### config.mk
export PLATFORM = sky130hd
export DESIGN_NAME = ssc_speed_ctrl
export DESIGN_NICKNAME = d
export VERILOG_FILES = /design/src/rtl/ssc_pkg.sv /design/src/rtl/ssc_speed_ctrl.sv
export VERILOG_INCLUDE_DIRS = /design/src /design/src/rtl
export SDC_FILE = /design/constraint.sdc
export NUM_CORES = 1
export LEC_CHECK = 0
export CORE_MARGIN = 4
export CORE_UTILIZATION = 40
export CTS_CLUSTER_DIAMETER = 30
export DETAILED_ROUTE_END_ITERATION = 7
export DONT_BUFFER_PORTS = 1
export PLACE_DENSITY_LB_ADDON = 0.25
export SETUP_SLACK_MARGIN = 0.5
export SLEW_MARGIN = 15
export SYNTH_ARGS = -nofsm -noshare
export SYNTH_HDL_FRONTEND = slang
export SYNTH_SLANG_ARGS = --single-unit
### constraint.sdc
create_clock -name core_clk -period 4.65 [get_ports core_clk]
set_input_delay 0.465 -clock core_clk [delete_from_list [all_inputs] [get_ports core_clk]]
set_output_delay 0.465 -clock core_clk [all_outputs]
set_load 0.005 [all_outputs]
### src/rtl/ssc_defs.svh
// Address map, reset value, field positions and decode limits
`ifndef SSC_DEFS_SVH
`define SSC_DEFS_SVH

// Register addresses on the plain register port
`define SSC_CTRL_ADDR 16'hdf41
`define SSC_STAT_ADDR 16'hdf42

// Control register reset value
`define SSC_CTRL_RESET 8'h00

// Control register field positions
`define SSC_BIT_OSC_RUN 0
`define SSC_BIT_SRC 1
`define SSC_BIT_LOW_PAGE 2
`define SSC_BIT_ALL_SEL 3
`define SSC_REGION_FIRST 4
`define SSC_REGION_LAST 7

// Status register field positions
`define SSC_STAT_PHASE 0
`define SSC_STAT_MODE_LO 1
`define SSC_STAT_MODE_HI 2

// Top of the low page that may be moved to external RAM
`define SSC_LOW_PAGE_TOP 16'h01ff

// Last fast edge of a quarter-rate phase (four edges per phase)
`define SSC_QUARTER_LAST 2'h3

`endif

### src/rtl/ssc_pkg.sv
// Types shared by the system speed control block
package ssc_pkg;

  // Rate of the phase clock for the phase in progress
  typedef enum logic [1:0] {
    ssc_mode_slow = 2'b00,
    ssc_mode_full = 2'b01,
    ssc_mode_quarter = 2'b10
  } ssc_mode_t;

endpackage : ssc_pkg

### src/rtl/ssc_speed_ctrl.sv
// System speed control: control register and phase clock generation
`timescale 1ns/10ps
`include "ssc_defs.svh"

module ssc_speed_ctrl #(
  parameter int ADDR_W = 16
) (
  input wire logic core_clk,
  input wire logic sys_rst,
  input wire logic [ADDR_W-1:0] reg_addr,
  input wire logic [7:0] reg_wdata,
  input wire logic reg_wr,
  input wire logic reg_rd,
  output logic [7:0] reg_rdata,
  input wire logic slow_clk_in,
  input wire logic fast_clock_input,
  input wire logic [7:0] region_select_outputs_n,
  input wire logic sys_select_access,
  input wire logic [ADDR_W-1:0] access_addr,
  output logic system_phase_clock,
  output logic fast_osc_run,
  output logic low_page_external
);

  logic [7:0] speed_control_register_r;
  logic [7:0] reg_rdata_r;
  logic slow_q_r;
  logic fast_q_r;
  logic edges_armed_r;
  logic slow_tick;
  logic fast_edge;
  logic quarter_tick;
  logic phase_end;
  logic [1:0] div_cnt_r;
  logic phase_r;
  logic low_page_r;
  logic access_slow;
  ssc_pkg::ssc_mode_t mode_r;
  ssc_pkg::ssc_mode_t mode_nxt;

  // Decide whether the access in progress must run at quarter rate.
  // A selected region 4..7 follows its own bit; any other system
  // chip-select access follows the common bit; internal accesses run fast.
  function automatic logic ssc_is_slow(
    input logic [7:0] ctrl,
    input logic [7:0] sel_n,
    input logic sys_acc
  );
    logic slow;
    logic hit;
    slow = 1'b0;
    hit = 1'b0;
    for (int i = `SSC_REGION_FIRST; i <= `SSC_REGION_LAST; i++) begin
      if (!sel_n[i] && !hit) begin
        hit = 1'b1;
        slow = ~ctrl[i];
      end
    end
    if (!hit && sys_acc) begin
      slow = ~ctrl[`SSC_BIT_ALL_SEL];
    end
    return slow;
  endfunction : ssc_is_slow

  // Register writes; reset leaves the oscillator stopped
  always_ff @(posedge core_clk or posedge sys_rst) begin
    if (sys_rst) begin
      speed_control_register_r <= `SSC_CTRL_RESET;
    end else if (reg_wr && reg_addr == `SSC_CTRL_ADDR) begin
      speed_control_register_r <= reg_wdata;
    end
  end

  // Read data stand in the cycle after the strobe only
  always_ff @(posedge core_clk or posedge sys_rst) begin
    if (sys_rst) begin
      reg_rdata_r <= 8'h00;
    end else if (reg_rd && reg_addr == `SSC_CTRL_ADDR) begin
      reg_rdata_r <= speed_control_register_r;
    end else if (reg_rd && reg_addr == `SSC_STAT_ADDR) begin
      reg_rdata_r <= {5'h00, mode_r, phase_r};
    end else begin
      reg_rdata_r <= 8'h00; // Unmapped or idle reads give zero
    end
  end

  assign reg_rdata = reg_rdata_r;

  // Oscillator gate follows the register bit directly
  assign fast_osc_run = speed_control_register_r[`SSC_BIT_OSC_RUN];

  // Low page decode, registered so the select is glitch free
  always_ff @(posedge core_clk or posedge sys_rst) begin
    if (sys_rst) begin
      low_page_r <= 1'b0;
    end else begin
      low_page_r <= speed_control_register_r[`SSC_BIT_LOW_PAGE] &&
                    (access_addr <= `SSC_LOW_PAGE_TOP);
    end
  end

  assign low_page_external = low_page_r;

  // Previous samples of both source clocks for edge detection
  always_ff @(posedge core_clk or posedge sys_rst) begin
    if (sys_rst) begin
      slow_q_r <= 1'b0;
      fast_q_r <= 1'b0;
    end else begin
      slow_q_r <= slow_clk_in;
      fast_q_r <= fast_clock_input;
    end
  end

  // Edge detection waits one cycle after reset: the samples are cleared
  // by reset, so a slow clock standing high would look like an edge
  always_ff @(posedge core_clk or posedge sys_rst) begin
    if (sys_rst) begin
      edges_armed_r <= 1'b0;
    end else begin
      edges_armed_r <= 1'b1;
    end
  end

  // Fast edges only count while the oscillator is enabled
  assign slow_tick = slow_clk_in & ~slow_q_r & edges_armed_r;
  assign fast_edge = fast_clock_input & ~fast_q_r & fast_osc_run &
                     edges_armed_r;
  assign quarter_tick = fast_edge && (div_cnt_r == `SSC_QUARTER_LAST);

  // Rate wanted for the next phase
  assign access_slow = ssc_is_slow(speed_control_register_r,
                                   region_select_outputs_n,
                                   sys_select_access);

  always_comb begin
    if (!speed_control_register_r[`SSC_BIT_SRC]) begin
      mode_nxt = ssc_pkg::ssc_mode_slow;
    end else if (access_slow) begin
      mode_nxt = ssc_pkg::ssc_mode_quarter;
    end else begin
      mode_nxt = ssc_pkg::ssc_mode_full;
    end
  end

  // End of the phase in progress, judged by the rate latched at its start.
  // If the oscillator is stopped under a fast phase, the slow clock ends
  // it late instead of hanging the processor; late is safe, short is not.
  always_comb begin
    case (mode_r)
      ssc_pkg::ssc_mode_slow: begin
        phase_end = slow_tick;
      end
      ssc_pkg::ssc_mode_full: begin
        phase_end = fast_edge | (~fast_osc_run & slow_tick);
      end
      ssc_pkg::ssc_mode_quarter: begin
        phase_end = quarter_tick | (~fast_osc_run & slow_tick);
      end
      default: begin
        phase_end = slow_tick;
      end
    endcase
  end

  // Quarter-rate divider restarts at each boundary so a new phase is whole
  always_ff @(posedge core_clk or posedge sys_rst) begin
    if (sys_rst) begin
      div_cnt_r <= 2'h0;
    end else if (phase_end) begin
      div_cnt_r <= 2'h0;
    end else if (fast_edge) begin
      div_cnt_r <= div_cnt_r + 2'h1;
    end
  end

  // Phase clock toggles at boundaries; the rate is latched only there
  always_ff @(posedge core_clk or posedge sys_rst) begin
    if (sys_rst) begin
      phase_r <= 1'b0;
      mode_r <= ssc_pkg::ssc_mode_slow;
    end else if (phase_end) begin
      phase_r <= ~phase_r;
      mode_r <= mode_nxt;
    end
  end

  assign system_phase_clock = phase_r;

  // Checks on the phase clock, the control register and the low page output

  // A quarter-rate phase with the oscillator running ends only on the fourth fast edge
  property p_quarter_len;
    @(posedge core_clk) disable iff (sys_rst)
    ($changed(phase_r) && $past(mode_r) == ssc_pkg::ssc_mode_quarter &&
     $past(fast_osc_run))
    |-> ($past(div_cnt_r) == `SSC_QUARTER_LAST && $past(fast_edge));
  endproperty
  a_quarter_len: assert property (p_quarter_len)
    else $error("quarter phase ended early");

  // A selected slow region 5 makes the next phase quarter rate
  property p_region_slow;
    @(posedge core_clk) disable iff (sys_rst)
    (phase_end && speed_control_register_r[`SSC_BIT_SRC] &&
     !region_select_outputs_n[5] && region_select_outputs_n[4] &&
     !speed_control_register_r[5])
    |=> mode_r == ssc_pkg::ssc_mode_quarter;
  endproperty
  a_region_slow: assert property (p_region_slow)
    else $error("slow region did not give quarter rate");

  // A fast system select with no region 4..7 gives full rate
  property p_sys_fast;
    @(posedge core_clk) disable iff (sys_rst)
    (phase_end && speed_control_register_r[`SSC_BIT_SRC] &&
     &region_select_outputs_n[7:4] && sys_select_access &&
     speed_control_register_r[`SSC_BIT_ALL_SEL])
    |=> mode_r == ssc_pkg::ssc_mode_full;
  endproperty
  a_sys_fast: assert property (p_sys_fast)
    else $error("fast system select did not give full rate");

  // Low page goes external one cycle after a hit with the bit set
  property p_low_page;
    @(posedge core_clk) disable iff (sys_rst)
    (access_addr <= `SSC_LOW_PAGE_TOP)
    |=> low_page_external ==
        $past(speed_control_register_r[`SSC_BIT_LOW_PAGE]);
  endproperty
  a_low_page: assert property (p_low_page)
    else $error("low page mapping wrong");

  // Source bit clear selects the slow clock for the next phase
  property p_slow_src;
    @(posedge core_clk) disable iff (sys_rst)
    (phase_end && !speed_control_register_r[`SSC_BIT_SRC])
    |=> mode_r == ssc_pkg::ssc_mode_slow;
  endproperty
  a_slow_src: assert property (p_slow_src)
    else $error("slow source not selected");

  // A write of the run bit reaches the oscillator gate next cycle
  property p_osc_gate;
    @(posedge core_clk) disable iff (sys_rst)
    (reg_wr && reg_addr == `SSC_CTRL_ADDR)
    |=> fast_osc_run == $past(reg_wdata[`SSC_BIT_OSC_RUN]);
  endproperty
  a_osc_gate: assert property (p_osc_gate)
    else $error("oscillator gate does not follow write");

  // The phase clock moves only on an edge of a source clock
  property p_boundary;
    @(posedge core_clk) disable iff (sys_rst)
    $changed(phase_r) |-> $past(slow_tick || fast_edge);
  endproperty
  a_boundary: assert property (p_boundary)
    else $error("phase clock moved without a source edge");

  // A slow phase ends only on a rising edge of the slow clock
  property p_slow_len;
    @(posedge core_clk) disable iff (sys_rst)
    ($changed(phase_r) && $past(mode_r) == ssc_pkg::ssc_mode_slow)
    |-> $past(slow_tick);
  endproperty
  a_slow_len: assert property (p_slow_len)
    else $error("slow phase ended without a slow edge");

  // A full-rate phase with the oscillator running lasts one fast edge
  property p_full_len;
    @(posedge core_clk) disable iff (sys_rst)
    ($changed(phase_r) && $past(mode_r) == ssc_pkg::ssc_mode_full &&
     $past(fast_osc_run))
    |-> $past(fast_edge);
  endproperty
  a_full_len: assert property (p_full_len)
    else $error("full phase ended without a fast edge");

  // With the oscillator stopped a fast phase is closed by the slow clock
  property p_osc_stopped;
    @(posedge core_clk) disable iff (sys_rst)
    (mode_r != ssc_pkg::ssc_mode_slow && !fast_osc_run && slow_tick)
    |=> $changed(phase_r);
  endproperty
  a_osc_stopped: assert property (p_osc_stopped)
    else $error("stopped oscillator left a fast phase hanging");

  // A selected fast region 4 gives full rate whatever the common bit says
  property p_region_fast;
    @(posedge core_clk) disable iff (sys_rst)
    (phase_end && speed_control_register_r[`SSC_BIT_SRC] &&
     !region_select_outputs_n[`SSC_REGION_FIRST] &&
     speed_control_register_r[`SSC_REGION_FIRST])
    |=> mode_r == ssc_pkg::ssc_mode_full;
  endproperty
  a_region_fast: assert property (p_region_fast)
    else $error("fast region did not give full rate");

  // A slow system select with no region 4..7 gives quarter rate
  property p_sys_slow;
    @(posedge core_clk) disable iff (sys_rst)
    (phase_end && speed_control_register_r[`SSC_BIT_SRC] &&
     &region_select_outputs_n[`SSC_REGION_LAST:`SSC_REGION_FIRST] &&
     sys_select_access && !speed_control_register_r[`SSC_BIT_ALL_SEL])
    |=> mode_r == ssc_pkg::ssc_mode_quarter;
  endproperty
  a_sys_slow: assert property (p_sys_slow)
    else $error("slow system select did not give quarter rate");

  // Addresses above the low page never go to external RAM here
  property p_low_page_above;
    @(posedge core_clk) disable iff (sys_rst)
    (access_addr > `SSC_LOW_PAGE_TOP) |=> !low_page_external;
  endproperty
  a_low_page_above: assert property (p_low_page_above)
    else $error("address above low page sent external");

  // Every new phase starts its quarter count from zero
  property p_div_restart;
    @(posedge core_clk) disable iff (sys_rst)
    phase_end |=> div_cnt_r == 2'h0;
  endproperty
  a_div_restart: assert property (p_div_restart)
    else $error("divider not cleared at phase boundary");

endmodule : ssc_speed_ctrl
==> run summary <==
The worst register-to-register path has a setup slack of 2.97 ns. The final routed wire length divided by cell count is roughly 18 um. The signal on the critical path passes through or4_4 > nor4_4 > and3_1 > mux2_4. The fill cell instance count of the final layout is 248. The number of rows created at floorplan is 18. The hold violation count in the final report is 0.

The pin count of the biggest net entering global routing is 26. Setup repair after global routing left no endpoint under its margin. Tracing the worst setup path back leads to its startpoint at reg_addr[3].

Setup violations remaining at the end of the flow were counted as 0. The fraction of synthesized cell area taken by the top area cell type is 0.557. In the final layout, the share of cells above drive strength 1 is 0.198.

The class of the most critical setup path is input port to register. The peak clock frequency supported by timing is 493 MHz. The number of violations reported at the end of detailed-routing iteration 0 is 19. By instance count, the leading cell after synthesis is sky130_fd_sc_hd__dfrtp_1. The post-synthesis register bit count came out at 25. The gate count of the mapped netlist came out at between 80 and 90. The overall routing resource usage came out at 0.127. Detailed placement finished with a half-perimeter wire length of about 1.7 mm. The via count of the first global-routing pass was 708. IR analysis of the VDD net gives a maximum drop of between 0.15 and 0.2 mV. The final net count came out at between 100 and 150. The critical path data arrival time is 2.24 ns. The area of the die is 0.00372 mm2. For this design the static power due to leakage is 0.537 nW. The placer's final routability congestion estimate came out at 0.783.

The I/O pin total came out at 66. The count of buffers added on input and output ports is 0. Headroom to the max-slew limit came out at 0.380. The via count came out at a little under 700. The capture point of the critical path is speed_control_register_r[3]. The time the final worst path needs with I/O delays and setup came out at 2.03 ns. Of the available clock period, the critical path in the final layout requires 0.436. The post-synth net total is 146. The number of warnings printed during yosys synthesis came out at 0. TritonCTS built the clock tree. The wire length reported by the detailed router is 2.14 mm.

The count of max-cap constraint violations is 0. The number of buffers created by CTS came out at 3. The required time of the critical path is 4.86 ns. The first global-routing pass estimated 3.31 mm of wire. Registers take 626 um2. The worst setup path is captured at a register. The die span in x came out at 61.0 um. In the post-synthesis netlist, the biggest area contributors are sky130_fd_sc_hd__dfrtp_1 56%, sky130_fd_sc_hd__mux2_4 11%, sky130_fd_sc_hd__and2_1 2.8%. The fraction of the core area covered by cells at the end of the flow came out at 0.458.

Dividing total power by cell area gives a power density of 292 mW/mm2. The average via count per standard cell came out at about 5.7. The worst min-delay path class is input port to register. The starting density of the core is 0.437.

The area growth from synthesis to layout is 4.68%. The clock transition at the registers of the reported paths came out at 0.12 ns. The number of design rule violations left after detail routing came out at 0. The number of pins with negative max-slew slack in the final report came out at 0. After floorplanning, the core was sized to cover about 0.0026 mm2.

For this design, the CTS-stage hold fixing added 0 buffers. The post-CTS setup repair buffer count came out at 0. The total instance count after detailed placement came out at 117. In this run the critical register-to-register path is launched from mode_r[1]. For the pin with the worst max-slew slack, the measured transition is 0.929 ns.

The number of synthesized flops with an enable pin is 0. The commonest cells after synthesis are 25 x sky130_fd_sc_hd__dfrtp_1, 8 x sky130_fd_sc_hd__mux2_4, 6 x sky130_fd_sc_hd__nor2_1. The count of antenna diodes in the layout is 0. The most used flip-flop cell after synthesis is sky130_fd_sc_hd__dfrtp_1. From bottom edge to top edge, the die measures slightly above 60 um. The highest-delay cell along the critical path is sky130_fd_sc_hd__and3_1.

The netlist area before placement came out at around 0.0011 mm2. The depth of the worst register-to-register path came out at 5. Summing all multi-input logic gate instances after layout gives 467 um2. Global routing finished with a remaining overflow of 0. The flow ran to the end, and the final reports show no timing, DRC or antenna violations. The finished layout holds 121 standard cells, fillers aside. STA classifies the critical path startpoint as an input port. The maximum cell stage delay along the critical path is 0.60 ns.

The fraction of registers with async set/reset came out at 1.00. The deepest level of the CTS H-tree is 1. The initial antenna violation count is 0. The first-pass iteration count of the detailed router is 4. The post-synthesis cell type count came out at 34. The clock tree skew after final layout came out at 0.0155 ns.

The clock drives 25 sinks. The total negative slack came out at 0 ns. The clock tree root buffer cell is sky130_fd_sc_hd__clkbuf_4. The leading area contributor after synthesis is sky130_fd_sc_hd__dfrtp_1.

The endpoint identified for the worst register-to-register timing path is div_cnt_r[1]. The largest fanout of any net on the critical path is 8. The clock insertion delay at the later pin of the skew report came out at about 0.33 ns. The share of the Yosys chip area taken by registers is 0.557.

The count of nets left with antenna violations once routing finished came out at 0. The per-instance average area after synthesis is between 10 and 15 um2. The longest clock path from root to sink contains 2 buffers. The count of cells resized by post-cts repair came out at 0.
## registers in the layout (all words and copies together) (netlist names)
signal	flops
speed_control_register_r	8
edges_armed_r	1
fast_q_r	1
reg_rdata	8
div_cnt_r	2
low_page_external	1
slow_q_r	1
system_phase_clock	1
mode_r	2
## cell families (layout without fill, tap and decap cells)
logic type | after synthesis | after routing | synth area share
compound gates | 11 | 11 | 0.0702
xor+xnor | 1 | 1 | 0.00781
fa+ha+maj | 2 | 2 | 0.0223
mux | 8 | 8 | 0.107
simple gates | 35 | 35 | 0.205
other cells | 1 | 1 | 0.00334
flops | 25 | 25 | 0.557
buf+inv | 6 | 8 | 0.0267
## layout make-up
cell class                      count  share of cell area
Multi-Input combinational cell     58               0.397
Sequential cell                    25               0.532
Clock inverter                      1             0.00639
Clock buffer                        3              0.0192
Tap cell                           30              0.0319
Inverter                            4              0.0128
## worst max-delay path, delay by kind of cell
family,cells,cell delay (ns)
AND/OR/NAND/NOR,3,1.43
multiplexers,1,0.35
## placed cells by master, fill, tap and decap left out, types with 2 or more instances in the layout
cell type	instances
sky130_fd_sc_hd__ha_1	2
sky130_fd_sc_hd__inv_1	4
sky130_fd_sc_hd__nand2_1	4
sky130_fd_sc_hd__dfrtp_1	25
sky130_fd_sc_hd__nor3_1	2
sky130_fd_sc_hd__and2_1	5
sky130_fd_sc_hd__nand4b_1	3
sky130_fd_sc_hd__nor2b_1	3
sky130_fd_sc_hd__nor2_1	6
sky130_fd_sc_hd__a22oi_1	3
sky130_fd_sc_hd__mux2_4	8
sky130_fd_sc_hd__o22ai_1	2
sky130_fd_sc_hd__clkbuf_4	3
## metrics by stage
stage | power (mW) | area [um2] | setup slack, ns | hold slack [ns]
floorplan | 0.245 | 1120 | 2.63 | 0.464
global placement | 0.249 | 1140 | 2.30 | 0.481
detailed placement | 0.250 | 1140 | 2.29 | 0.497
CTS | 0.350 | 1170 | 2.64 | 0.143
global route | 0.362 | 1170 | 2.62 | 0.125
finish | 0.343 | 1170 | 2.62 | 0.160
## layer usage
layer,vias to the layer above,track usage,share of wire
met1,322,0.144,0.38
met3,4,0.0553,0.12
met4,0,0.0557,0.020
li1,320,-,-
met5,-,0,0
met2,43,0.209,0.48
## where the power goes
group / switching (mW) / internal [mW]
combinational: 0.00893 / 0.00614
clock: 0.0659 / 0.0329
sequential: 0.00624 / 0.223
total: 0.0811 / 0.262
## worst min path at each step
| stage | start | end | slack (ns) | cells after the start |
|---|---|---|---|---|
| 6_report | slow_clk_in | slow_q_r | 0.16 | 0 |
| 5_1_grt | fast_clock_input | fast_q_r | 0.12 | 0 |
| 4_1_cts | fast_clock_input | fast_q_r | 0.14 | 0 |
| 3_5_place_dp | fast_clock_input | fast_q_r | 0.50 | 0 |
| 3_3_place_gp | div_cnt_r[0] | div_cnt_r[0] | 0.48 | 1 |
| 2_1_floorplan | div_cnt_r[0] | div_cnt_r[0] | 0.46 | 1 |
(Power assumes the default switching activity.)
